[config.mk]
export PLATFORM = sky130hd
export DESIGN_NAME = rtd_top
export DESIGN_NICKNAME = d
export VERILOG_FILES = /design/src/logic/rtd_pkg.sv /design/src/logic/rtd_top.sv
export VERILOG_INCLUDE_DIRS = /design/src /design/src/logic
export SDC_FILE = /design/constraint.sdc
export NUM_CORES = 1
export LEC_CHECK = 0
export BUFFER_PORTS_ARGS = -buffer_cell sky130_fd_sc_hd__buf_2
export CAP_MARGIN = 20
export CELL_PAD_IN_SITES_DETAIL_PLACEMENT = 0
export CELL_PAD_IN_SITES_GLOBAL_PLACEMENT = 2
export CORE_MARGIN = 2
export CORE_UTILIZATION = 32
export CTS_CLUSTER_DIAMETER = 30
export DETAILED_ROUTE_END_ITERATION = 8
export MAX_ROUTING_LAYER = met4
export PLACE_DENSITY_LB_ADDON = 0.08
export SYNTH_ARGS = -nofsm -noshare
export SYNTH_HDL_FRONTEND = slang
export SYNTH_SLANG_ARGS = --single-unit
[constraint.sdc]
create_clock -name clk_i -period 3.25 [get_ports clk_i]
set_input_delay 0.65 -clock clk_i [delete_from_list [all_inputs] [get_ports clk_i]]
set_output_delay 0.65 -clock clk_i [all_outputs]
set_load 0.1 [all_outputs]
[src/logic/rtd_defines.svh]
// constants for the register transfer decoder
`ifndef RTD_DEFINES_SVH
`define RTD_DEFINES_SVH
`define RTD_OP_TBL_HI         5'h04
`define RTD_OP_ACC_COL        10'h051
`define RTD_OP_CMP_LOAD       10'h239
`define RTD_OP_ACC_IRQ_CTRL1  10'h253
`define RTD_OP_ACC_WAKE0      10'h256
`define RTD_OP_ACC_WAKE1      10'h259
`define RTD_OP_ACC_WAKE2      10'h25A
`define RTD_OP_ACC_CONV_LOW   10'h249
`define RTD_OP_RAM_HI         6'h2C
`define RTD_OP_ACC_CLK_CTRL   10'h252
`define RTD_OP_ACC_CONV_CTRL  10'h244
`define RTD_OP_ACC_SP         10'h050
`define RTD_OP_ACC_IRQ_EN1    10'h054
`define RTD_OP_ACC_IRQ_EN2    10'h055
`define RTD_OP_ACC_TMR1       10'h24B
`define RTD_OP_ACC_TMR2       10'h24C
`define RTD_OP_ACC_TMR6       10'h250
`define RTD_OP_ACC_ROW        10'h052
`define RTD_OP_ACC_COL_IDX    10'h01F
`define RTD_OP_ACC_BANK       10'h053
`define RTD_OP_B_FROM_ACC     10'h00E
`define RTD_OP_COL_FROM_ACC   10'h029
`define RTD_OP_E_FROM_PAIR    10'h01A
`define RTD_OP_IRQ_CTRL1_WR   10'h217
`define RTD_MODE_BIT          3
`define RTD_RST_NIB           4'h0
`define RTD_RST_BYTE          8'h00
`define RTD_RST_COL           3'h0
`define RTD_RST_SP            3'h7
`define RTD_RST_ADDR          12'h000
`endif

[src/logic/rtd_pkg.sv]
// types for the register transfer decoder
package rtd_pkg;
   typedef enum logic [1:0] {
      RTD_IDLE,
      RTD_FETCH,
      RTD_RETURN
   } rtd_state_type;
endpackage : rtd_pkg

[src/logic/rtd_top.sv]
// register transfer decoder and executor of a 4-bit core
// Overview of operation
// - table read is 00100 plus five-bit page; one word, three cycles.
// - table read first increments stack pointer, saves pc at new level.
// - table address is page, then column pointer bits, then accumulator.
// - fetched word bits 7-4 go to b, bits 3-0 to accumulator.
// - after fetch pc restores from stack, pointer decrements, resume after.
// - column pointer read puts column bits in acc 2-0, bit 3 zero.
// - comparator load is a no-op unless mode bit set; then writes b,acc.
// - code 253 reads first interrupt control register into accumulator.
// - codes 256, 259, 25A read wakeup control registers zero, one, two.
// - low conversion read puts result bits 1,0 in acc 3,2; clears 1,0.
// - memory read loads acc from ram at pointer, then x xor immediate.
// - code 252 reads the clock control register into accumulator.
// - code 244 reads the converter control register into accumulator.
// - stack pointer read puts pointer in acc 2-0, bit 3 zero.
// - codes 054, 055 read first and second interrupt enable registers.
// - codes 24B, 24C, 250 read timer control registers one, two, six.
// - codes 052, 01F read row pointer x and column index y.
// - code 053 puts bank pointer bits in acc 1,0; clears 3,2.
// - code 00E copies accumulator into b, carry untouched.
// - column pointer load takes low three accumulator bits.
// - code 01A writes b into e high nibble, accumulator into low.
// - code 217 writes accumulator into first interrupt control register.
`timescale 1ns/1ns
`include "rtd_defines.svh"
module rtd_top
   import rtd_pkg::*;
(
   // clock, reset, enable
   input  wire logic        clk_i,
   input  wire logic        rst_b_i,
   input  wire logic        ce_i,
   // instruction issue
   input  wire logic        instr_valid_i,
   input  wire logic [9:0]  instr_i,
   input  wire logic [11:0] pc_i,
   output logic             busy_o,
   output logic             pc_load_o,
   output logic [11:0]      pc_o,
   output logic             pc_inc_o,
   output logic             skip_o,
   output logic             carry_we_o,
   // program memory read
   output logic [11:0]      rom_addr_o,
   input  wire logic [9:0]  rom_data_i,
   // ram read
   output logic [7:0]       ram_addr_o,
   input  wire logic [3:0]  ram_data_i,
   // peripheral registers read
   input  wire logic [3:0]  irq_ctrl_first_i,
   input  wire logic [3:0]  irq_enable_first_i,
   input  wire logic [3:0]  irq_enable_second_i,
   input  wire logic [3:0]  wakeup_ctrl_zero_i,
   input  wire logic [3:0]  wakeup_ctrl_one_i,
   input  wire logic [3:0]  wakeup_ctrl_two_i,
   input  wire logic [3:0]  timer_ctrl_one_i,
   input  wire logic [3:0]  timer_ctrl_two_i,
   input  wire logic [3:0]  timer_ctrl_six_i,
   input  wire logic [3:0]  clock_control_reg_i,
   input  wire logic [3:0]  converter_control_reg_i,
   input  wire logic [1:0]  conv_result_low_i,
   // peripheral register writes
   output logic             irq_ctrl_first_we_o,
   output logic             comparator_we_o,
   output logic [7:0]       comparator_data_o,
   // core registers
   output logic [3:0]       acc_o,
   output logic [3:0]       b_o,
   output logic [3:0]       x_o,
   output logic [3:0]       y_o,
   output logic [1:0]       z_o,
   output logic [2:0]       col_o,
   output logic [7:0]       e_o,
   output logic [2:0]       sp_o
);
   rtd_state_type st_q, st_d;
   logic [3:0]  acc_q, acc_d, b_q, b_d, x_q, x_d;
   logic [7:0]  e_q, e_d, cmp_q, cmp_d;
   logic [2:0]  col_q, col_d, sp_q, sp_d;
   logic [11:0] stk_q [0:7];
   logic [11:0] tbl_q, tbl_d;
   logic        stk_we;

   wire logic       go          = ce_i & instr_valid_i & (st_q == RTD_IDLE);
   wire logic       is_tbl_read = instr_i[9:5] == `RTD_OP_TBL_HI;
   wire logic       is_ram_read = instr_i[9:4] == `RTD_OP_RAM_HI;
   wire logic       mode_set = converter_control_reg_i[`RTD_MODE_BIT];
   wire logic [2:0] sp_inc   = sp_q + 3'h1;

   always_comb begin
      st_d      = st_q;
      acc_d     = acc_q;
      b_d       = b_q;
      x_d       = x_q;
      e_d       = e_q;
      cmp_d     = cmp_q;
      col_d     = col_q;
      sp_d      = sp_q;
      tbl_d     = tbl_q;
      stk_we    = 1'b0;
      pc_load_o = 1'b0;
      pc_o      = 12'h000;
      pc_inc_o  = 1'b0;
      irq_ctrl_first_we_o = 1'b0;
      comparator_we_o     = 1'b0;
      case (st_q)
         RTD_IDLE: begin
            if (go && is_tbl_read) begin
               sp_d   = sp_inc;
               stk_we = 1'b1;
               tbl_d  = {instr_i[4:0], col_q, acc_q};
               st_d   = RTD_FETCH;
            end else if (go) begin
               pc_inc_o = 1'b1;
               case (instr_i)
                  `RTD_OP_ACC_COL:       acc_d = {1'b0, col_q};
                  `RTD_OP_CMP_LOAD: begin
                     if (mode_set) begin
                        cmp_d           = {b_q, acc_q};
                        comparator_we_o = 1'b1;
                     end
                  end
                  `RTD_OP_ACC_IRQ_CTRL1: acc_d = irq_ctrl_first_i;
                  `RTD_OP_ACC_WAKE0:     acc_d = wakeup_ctrl_zero_i;
                  `RTD_OP_ACC_WAKE1:     acc_d = wakeup_ctrl_one_i;
                  `RTD_OP_ACC_WAKE2:     acc_d = wakeup_ctrl_two_i;
                  `RTD_OP_ACC_CONV_LOW:  acc_d = {conv_result_low_i, 2'b00};
                  `RTD_OP_ACC_CLK_CTRL:  acc_d = clock_control_reg_i;
                  `RTD_OP_ACC_CONV_CTRL: acc_d = converter_control_reg_i;
                  `RTD_OP_ACC_SP:        acc_d = {1'b0, sp_q};
                  `RTD_OP_ACC_IRQ_EN1:   acc_d = irq_enable_first_i;
                  `RTD_OP_ACC_IRQ_EN2:   acc_d = irq_enable_second_i;
                  `RTD_OP_ACC_TMR1:      acc_d = timer_ctrl_one_i;
                  `RTD_OP_ACC_TMR2:      acc_d = timer_ctrl_two_i;
                  `RTD_OP_ACC_TMR6:      acc_d = timer_ctrl_six_i;
                  `RTD_OP_ACC_ROW:       acc_d = x_q;
                  `RTD_OP_ACC_COL_IDX:   acc_d = y_o;
                  `RTD_OP_ACC_BANK:      acc_d = {2'b00, z_o};
                  `RTD_OP_B_FROM_ACC:    b_d   = acc_q;
                  `RTD_OP_COL_FROM_ACC:  col_d = acc_q[2:0];
                  `RTD_OP_E_FROM_PAIR:   e_d   = {b_q, acc_q};
                  `RTD_OP_IRQ_CTRL1_WR:  irq_ctrl_first_we_o = 1'b1;
                  default: begin
                     if (is_ram_read) begin
                        acc_d = ram_data_i;
                        x_d   = x_q ^ instr_i[3:0];
                     end
                  end
               endcase
            end
         end
         RTD_FETCH: begin
            if (ce_i) begin
               b_d   = rom_data_i[7:4];
               acc_d = rom_data_i[3:0];
               st_d  = RTD_RETURN;
            end
         end
         RTD_RETURN: begin
            if (ce_i) begin
               pc_load_o = 1'b1;
               pc_o      = stk_q[sp_q] + 12'h001;
               sp_d      = sp_q - 3'h1;
               st_d      = RTD_IDLE;
            end
         end
         default: st_d = RTD_IDLE;
      endcase
   end

   // y and z are owned elsewhere; only their reset values show here
   assign y_o = `RTD_RST_NIB;
   assign z_o = 2'b00;

   // ram address from row and column index
   assign ram_addr_o = {x_q, y_o};
   assign rom_addr_o = tbl_q;
   assign busy_o     = st_q != RTD_IDLE;
   assign skip_o     = 1'b0;
   assign carry_we_o = 1'b0;
   assign acc_o      = acc_q;
   assign b_o        = b_q;
   assign x_o        = x_q;
   assign e_o        = e_q;
   assign col_o      = col_q;
   assign sp_o       = sp_q;
   assign comparator_data_o = cmp_q;

   always_ff @(posedge clk_i or negedge rst_b_i) begin
      if (!rst_b_i) begin
         st_q   <= RTD_IDLE;
         acc_q  <= `RTD_RST_NIB;
         b_q    <= `RTD_RST_NIB;
         x_q    <= `RTD_RST_NIB;
         e_q    <= `RTD_RST_BYTE;
         cmp_q  <= `RTD_RST_BYTE;
         col_q  <= `RTD_RST_COL;
         // pointer starts at the top so the first push lands on level zero
         sp_q   <= `RTD_RST_SP;
         tbl_q  <= `RTD_RST_ADDR;
      end else if (ce_i) begin
         st_q   <= st_d;
         acc_q  <= acc_d;
         b_q    <= b_d;
         x_q    <= x_d;
         e_q    <= e_d;
         cmp_q  <= cmp_d;
         col_q  <= col_d;
         sp_q   <= sp_d;
         tbl_q  <= tbl_d;
      end
   end

   // stack storage has no reset; a level is written before it is read
   always_ff @(posedge clk_i) begin
      if (ce_i && stk_we) begin
         stk_q[sp_inc] <= pc_i;
      end
   end

   // checks on register results look one edge after the word is taken; a frozen enable holds every register
   property p_tbl_three;
      @(posedge clk_i) disable iff (!rst_b_i)
      (go && is_tbl_read) |=> busy_o ##1 busy_o;
   endproperty
   a_tbl_three: assert property (p_tbl_three) else $error("table read too short");

   property p_sp_push;
      @(posedge clk_i) disable iff (!rst_b_i)
      (go && is_tbl_read) |=> sp_q == $past(sp_q) + 3'h1;
   endproperty
   a_sp_push: assert property (p_sp_push) else $error("stack pointer not pushed");

   property p_tbl_addr;
      @(posedge clk_i) disable iff (!rst_b_i)
      (go && is_tbl_read) |=> rom_addr_o == {$past(instr_i[4:0]), $past(col_q), $past(acc_q)};
   endproperty
   a_tbl_addr: assert property (p_tbl_addr) else $error("bad table address");

   property p_tbl_data;
      @(posedge clk_i) disable iff (!rst_b_i)
      (st_q == RTD_FETCH && ce_i) |=> {b_q, acc_q} == $past(rom_data_i[7:0]);
   endproperty
   a_tbl_data: assert property (p_tbl_data) else $error("table word split wrong");

   property p_return;
      @(posedge clk_i) disable iff (!rst_b_i)
      (go && is_tbl_read) |-> ##2 (pc_load_o || !ce_i);
   endproperty
   a_return: assert property (p_return) else $error("no return from table read");

   property p_sp_pop;
      @(posedge clk_i) disable iff (!rst_b_i)
      (st_q == RTD_RETURN && ce_i) |=> sp_q == $past(sp_q) - 3'h1;
   endproperty
   a_sp_pop: assert property (p_sp_pop) else $error("stack pointer not popped");

   property p_acc_col;
      @(posedge clk_i) disable iff (!rst_b_i)
      (go && instr_i == `RTD_OP_ACC_COL) |=> acc_q == {1'b0, $past(col_q)};
   endproperty
   a_acc_col: assert property (p_acc_col) else $error("column read wrong");

   property p_cmp_idle;
      @(posedge clk_i) disable iff (!rst_b_i)
      (go && instr_i == `RTD_OP_CMP_LOAD && !mode_set) |=> $stable(cmp_q);
   endproperty
   a_cmp_idle: assert property (p_cmp_idle) else $error("comparator written in wrong mode");

   property p_cmp_load;
      @(posedge clk_i) disable iff (!rst_b_i)
      (go && instr_i == `RTD_OP_CMP_LOAD && mode_set) |=>
         cmp_q == {$past(b_q), $past(acc_q)};
   endproperty
   a_cmp_load: assert property (p_cmp_load) else $error("comparator load wrong");

   property p_acc_irq;
      @(posedge clk_i) disable iff (!rst_b_i)
      (go && instr_i == `RTD_OP_ACC_IRQ_CTRL1) |=> acc_q == $past(irq_ctrl_first_i);
   endproperty
   a_acc_irq: assert property (p_acc_irq) else $error("interrupt control read wrong");

   property p_acc_conv_low;
      @(posedge clk_i) disable iff (!rst_b_i)
      (go && instr_i == `RTD_OP_ACC_CONV_LOW) |=> acc_q == {$past(conv_result_low_i), 2'b00};
   endproperty
   a_acc_conv_low: assert property (p_acc_conv_low) else $error("low result read wrong");

   property p_ram_xor;
      @(posedge clk_i) disable iff (!rst_b_i)
      (go && is_ram_read) |=> x_q == ($past(x_q) ^ $past(instr_i[3:0]))
         && acc_q == $past(ram_data_i);
   endproperty
   a_ram_xor: assert property (p_ram_xor) else $error("memory read wrong");

   property p_acc_conv_ctrl;
      @(posedge clk_i) disable iff (!rst_b_i)
      (go && instr_i == `RTD_OP_ACC_CONV_CTRL) |=> acc_q == $past(converter_control_reg_i);
   endproperty
   a_acc_conv_ctrl: assert property (p_acc_conv_ctrl) else $error("converter read wrong");

   property p_acc_sp;
      @(posedge clk_i) disable iff (!rst_b_i)
      (go && instr_i == `RTD_OP_ACC_SP) |=> acc_q == {1'b0, $past(sp_q)};
   endproperty
   a_acc_sp: assert property (p_acc_sp) else $error("stack pointer read wrong");

   property p_acc_row;
      @(posedge clk_i) disable iff (!rst_b_i)
      (go && instr_i == `RTD_OP_ACC_ROW) |=> acc_q == $past(x_q);
   endproperty
   a_acc_row: assert property (p_acc_row) else $error("row pointer read wrong");

   property p_acc_bank;
      @(posedge clk_i) disable iff (!rst_b_i)
      (go && instr_i == `RTD_OP_ACC_BANK) |=> acc_q == {2'b00, $past(z_o)};
   endproperty
   a_acc_bank: assert property (p_acc_bank) else $error("bank pointer read wrong");

   property p_b_from_acc;
      @(posedge clk_i) disable iff (!rst_b_i)
      (go && instr_i == `RTD_OP_B_FROM_ACC) |=> b_q == $past(acc_q);
   endproperty
   a_b_from_acc: assert property (p_b_from_acc) else $error("b load wrong");

   property p_col_from_acc;
      @(posedge clk_i) disable iff (!rst_b_i)
      (go && instr_i == `RTD_OP_COL_FROM_ACC) |=> col_q == $past(acc_q[2:0]);
   endproperty
   a_col_from_acc: assert property (p_col_from_acc) else $error("column load wrong");

   property p_e_pair;
      @(posedge clk_i) disable iff (!rst_b_i)
      (go && instr_i == `RTD_OP_E_FROM_PAIR) |=> e_q == {$past(b_q), $past(acc_q)};
   endproperty
   a_e_pair: assert property (p_e_pair) else $error("e load wrong");

   property p_irq_wr;
      @(posedge clk_i) disable iff (!rst_b_i)
      irq_ctrl_first_we_o == (go && instr_i == `RTD_OP_IRQ_CTRL1_WR);
   endproperty
   a_irq_wr: assert property (p_irq_wr) else $error("interrupt control write wrong");

   property p_single_step;
      @(posedge clk_i) disable iff (!rst_b_i)
      (go && !is_tbl_read) |-> pc_inc_o && !skip_o && !carry_we_o && !pc_load_o;
   endproperty
   a_single_step: assert property (p_single_step) else $error("single step wrong");

   c_tbl_read:  cover property (@(posedge clk_i) go && is_tbl_read);
   c_cmp_write: cover property (@(posedge clk_i) comparator_we_o);
   c_ram_read:  cover property (@(posedge clk_i) go && is_ram_read);
   c_refused:   cover property (@(posedge clk_i) busy_o && instr_valid_i);
endmodule : rtd_top

======== After elaboration in Yosys (flattened, before gate mapping) ========
Memories as Yosys holds them, arrays and structs flattened.
Index checks and enable logic that the tools add are counted.
storage, ports and cells
  memories ................................ 1
  bits in writable memories ............... 96
  input bits .............................. 86
  output and inout bits ................... 79
  flip-flop bits (word level) ............. 48
  logic and storage cells ................. 101
memories
  name   depth  bits a word  rd ports  clocked after memory_dff  wr ports  line           source
  stk_q  8      12           1         0                         1         rtd_top.sv:81  logic [11:0] stk_q [0:7];
cells by class
  equal/unequal tests ..................... 32
  reductions and logical operators ........ 18
  add/sub/neg operators ................... 3
  multiplexer cells ....................... 33
  bitwise operators ....................... 5
operator list
  kind                   count
  $eq 10x10->1 const B   12
  $pmux 4 s17            1
  $eq 10x7->1 const B    6
  $mux 12                2
  $mux 4                 6
  $reduce_or 22->1       1
  $eq 10x5->1 const B    2
  $mux 1                 18
  $ne 18x3->1 const B    1
  $reduce_and 6->1       3
  $pmux 4 s2             2
  $reduce_and 5->1       3
  $add 12x1->12 const B  1
  $eq 10x4->1 const B    1
  $eq 10x6->1 const B    1
  $eq 6x6->1 const B     1
  $ne 2x2->1 const B     3
  $pmux 3 s2             1
  $reduce_and 3->1       2
  $reduce_bool 2->1      3
  $eq 5x3->1 const B     1
  $reduce_or 5->1        1
  $ne 2x1->1 const B     2
  $pmux 2 s2             1
  other kinds (13)       16

======== Logic depth before layout (Yosys ltp) ========
  depth after elaboration ................. 8
  mapped depth ............................ 10
  mapped depth without buffers ............ 7

======== Least setup slack after synthesis ========
OpenSTA, ideal clock, no wires.
  path type ............................... register to output
  start ................................... register sp_q[0], in the netlist sp_o[0]
  end ..................................... output port pc_o[11]
  path buffers ............................ 4
  required time ........................... 2.600 ns
  cell stages (with the launch flop) ...... 9
  path slack .............................. -2.201 ns
  data arrival time ....................... 4.801 ns
  cells stage by stage .................... dfstp_2 buf_2 buf_6 buf_4 buf_2 mux4_2 mux2_2 nand3_1 nor3b_1
between the ends
  cells in the longest elaborated chain, start to end .. 4
RTL lines
  item                      line            source
  start: declaration        rtd_top.sv:80   logic [2:0] col_q, col_d, sp_q, sp_d;
  start signal: assignment  rtd_top.sv:200  sp_q <= `RTD_RST_SP;
  start signal: assignment  rtd_top.sv:210  sp_q <= sp_d;
  $mem_v2 8x12              n/a
  $add 12x1->12             rtd_top.sv:163  pc_o = stk_q[sp_q] + 12'h001;
  $mux 12                   rtd_top.sv:161  if (ce_i) begin
  $mux 12                   rtd_top.sv:107  case (st_q)
  end: declaration          rtd_top.sv:40   output logic [11:0] pc_o,
Every way passes these cells.

======== Final worst setup path ========
  start ................................... register sp_q[0], in the netlist sp_o[0]
  end ..................................... output port pc_o[8]
The elaborated chain is that of the path after synthesis.

==> flow_summary.yaml <==
sta:
  rsz0062_at_grt: "yes"
  whs_ns: 0.243
  final_max_slew_viol_count: 0
  fin_skew_ns: 0.0132
  relSlewSlack_pct: 50.9
  fmax_mhz: 279
  hold_violations: 0
  timing.final.crit_share_pct: 110
  finalSetupViolCount: 11
  min_period_ns: 3.59
  tightest_slew_ns: 0.734
  fin_ws_ns: -0.338
drt:
  vias: 5054
  via_per_inst: 4.94
  drt-wirelength-per-cell_um: 19.0
  drtIter0Drc: 227
  ant_nets: 0
  routed_wl_mm: 19.5
  drtPass1Iterations: 4
  drc: 0
clock_tree:
  ctsLongestPathBuffers: 2
  cts_buffers: 17
  cts.sinks: 144
  cts-htree-levels: 4
  cts_root_buffer: "clkbuf_16"
  cts.clk_slew.worst_paths_ns: 0.07
  hold_buffers: 0
  cts_tree: "yes"
  insertion_delay_ns: 0.42
worst_setup_path:
  path_delay_family: "multiplexers"
  timing.rr.end: "stk_q[7][2]"
  worstPathArrival_ns: 2.94
  cp_slowest_cell: "dfstp_4"
  start_kind: "register"
  rr_worst_depth: 8
  endpoint_kind: "output port"
  worst-path-buf-inv: 3
  crit_chain: "buf_12 -> mux4_2 -> mux2_4 -> ha_4 -> nand3b_1 -> buf_6 -> nor2_4 -> xor2_2 -> nor2_4 -> buf_12"
  worstPathRequired_ns: 2.60
  ff2ff_setup_slack_ns: 0.69
  cp_max_fo: 5
  max_stage_delay_ns: 0.67
  crit_type: "register to output port"
  r2r-start: "sp_o[0]"
die:
  dieArea_mm2: 0.0231
  fp-row-count: 54
  die_h_um: 152
  core_mm2: 0.0217
  die_w_um: 152
  start_util_pct: 32.4
  ioPinCount: 165
logic_synthesis:
  synth-edff-count: 96
  yosysSeqAreaShare_pct: 58.2
  synth.top_cell.area_share_pct: 41.0
  synth_compound_area_share_pct: 5.84
  synth-simple-area-share_pct: 13.6
  synth_commonest_cells: "edfxtp_1 (96), nand2_1 (70), dfrtp_1 (45)"
  synth_fa_ha_area_share_pct: 0.534
  yosysMostFrequentCell: "edfxtp_1"
  ys_warn_count: 0
  synth.distinct_cells: 61
  synth_xor_area_share_pct: 2.12
  synthMuxAreaShare_pct: 15.0
  synthArstFlopShare_pct: 33.3
  synth-main-ff-cell: "edfxtp_1"
  avgSynthCellArea_um2: 13.1
  synth_top_family_by_area: "multiplexers"
  synth.cell_area_mm2: 0.00702
  yosysTopAreaCell: "edfxtp_1"
  synth.ff_latch_count: 144
  netlist_instances: 538
  ys_top_cells_by_area: "edfxtp_1 (41%), dfrtp_1 (16%), mux4_2 (7.7%), nand2_1 (3.7%), mux2_2 (3.5%)"
status:
  violations: "setup timing"
  status: "finished, violations left"
power_and_ir_drop:
  p_leak_uw: 0.00388
  vdd_ir_drop_max_mv: 0.361
  cellPowerDensity_mw_per_mm2: 711
placed_design:
  place_inst: 978
  io_buffers: 150
  place_hpwl_mm: 13.7
  finalWeightedCongestion: 0.790
  post-place-ws_ns: -0.0268
finish:
  layoutNonFillerInstCount: 1024
  fillers: 2031
  area_delta_synth_final_pct: 35.9
  nets: 817
  drive_gt1_share_pct: 45.6
  finalCoreUtilization_pct: 44.0
global_routing:
  grt_pass1_wl_mm: 30.4
  grt_overflow: 0
  globalRouteTotalUtil_pct: 17.5
  met3_usage_pct: 4.04
  antenna_found_initial: 3
  use_met2_pct: 28.3
  grt_max_degree: 47
  grt_pass1_vias: 5348
  met1_usage_pct: 22.2
  grt_busiest_layer: "met2"
job:
  cap_violations: 0
worst_hold_path:
  hp-class: "primary input to asynchronous set/reset pin"
where the power goes:
| part | switching (uW) | internal [uW] |
|---|---|---|
| Clock | 821 | 1150 |
| Combinational | 1560 | 1050 |
| Sequential | 141 | 2060 |
| Total | 2520 | 4260 |
flip-flops by register name, indices dropped and copies added (netlist names):
signal,count
rom_addr_o,12
stk_q,96
acc_o,4
x_o,4
sp_o,3
b_o,4
comparator_data_o,8
e_o,8
col_o,3
st_q,2
cells in the final DEF (no fill, tap or decap), types with 5 or more instances in the layout:
cell type,Yosys,layout
buf_6,5,8
inv_1,10,10
dfrtp_1,45,45
xnor2_1,8,6
nor2_1,39,27
nor2_4,0,10
buf_2,12,137
nor3_1,8,8
mux4_2,24,24
mux2_2,22,19
nand3b_1,5,5
o22ai_1,5,5
mux2i_1,22,14
nand2_1,70,67
mux2_4,3,6
and4_1,5,5
edfxtp_1,96,96
o21ai_0,16,16
nand4_1,6,6
conb_1,1,12
inv_6,0,6
a22oi_1,8,8
mux2i_4,0,6
nor4_2,1,5
buf_4,17,42
clkbuf_16,0,17
a21oi_1,7,6
nand3_1,12,11
buf_12,0,16
nor2b_1,6,6
xor2_1,9,5
and3_1,9,7
per-layer routing:
layer / wire [um] / share of wire, %
met5: 0 / 0
met4: 302 / 1.6
met3: 1170 / 6.0
met2: 9380 / 48
met1: 8610 / 44
how the worst max path moves through the flow:
stage	cells after the start	end	slack [ns]	start
after global routing	10	pc_o[7]	-0.45	sp_o[0]
after CTS	10	pc_o[8]	-0.38	sp_o[0]
after detailed placement	8	pc_o[10]	-0.03	sp_o[0]
after global placement	9	pc_o[10]	-0.03	sp_o[0]
after floorplan	8	pc_o[11]	-0.44	sp_o[0]
final	10	pc_o[8]	-0.34	sp_o[0]
worst register-to-register path, delay by kind of cell (launching register included):
| family | cells | cell delay (ns) |
|---|---|---|
| adder cells (fa/ha/maj) | 1 | 0.43 |
| buffers and inverters | 5 | 0.78 |
| flip-flops | 1 | 0.67 |
| AND/OR/NAND/NOR | 2 | 0.37 |
cell type report:
type,instances,area [um^2],share of cell area [%]
antenna,3,7.51,0.0787
clock buffer,17,425,4.46
clock inverter,15,169,1.77
inverter,10,37.5,0.393
multi-input combinational,350,3000,31.4
sequential,144,4100,43.0
tap,280,350,3.67
timing repair buffer,205,1450,15.2
logic make-up after synthesis:
family                   after synthesis
AO/OA/AOI/OAI                         59
XOR/XNOR                              17
adder cells (fa/ha/maj)                3
buffers and inverters                 55
flip-flops                           144
multiplexers                          71
other                                  1
AND/OR/NAND/NOR                      188
through the flow:
| step | power, uW | area (um^2) | setup TNS (ns) |
|---|---|---|---|
| floorplan | 3980 | 7300 | -10.62 |
| global placement | 4460 | 8620 | -0.0862 |
| detailed placement | 4470 | 8620 | -0.0774 |
| CTS | 6730 | 9400 | -3.22 |
| global route | 7080 | 9540 | -3.49 |
| finish | 6790 | 9540 | -2.40 |
repair_timing:
action	4_1_cts	5_1_grt
gates resized for setup	24	15
hold endpoints to repair	0	0
pin swaps	4	8
endpoints found under the setup margin	11	11
setup buffers	7	4
(Power assumes the default switching activity.)
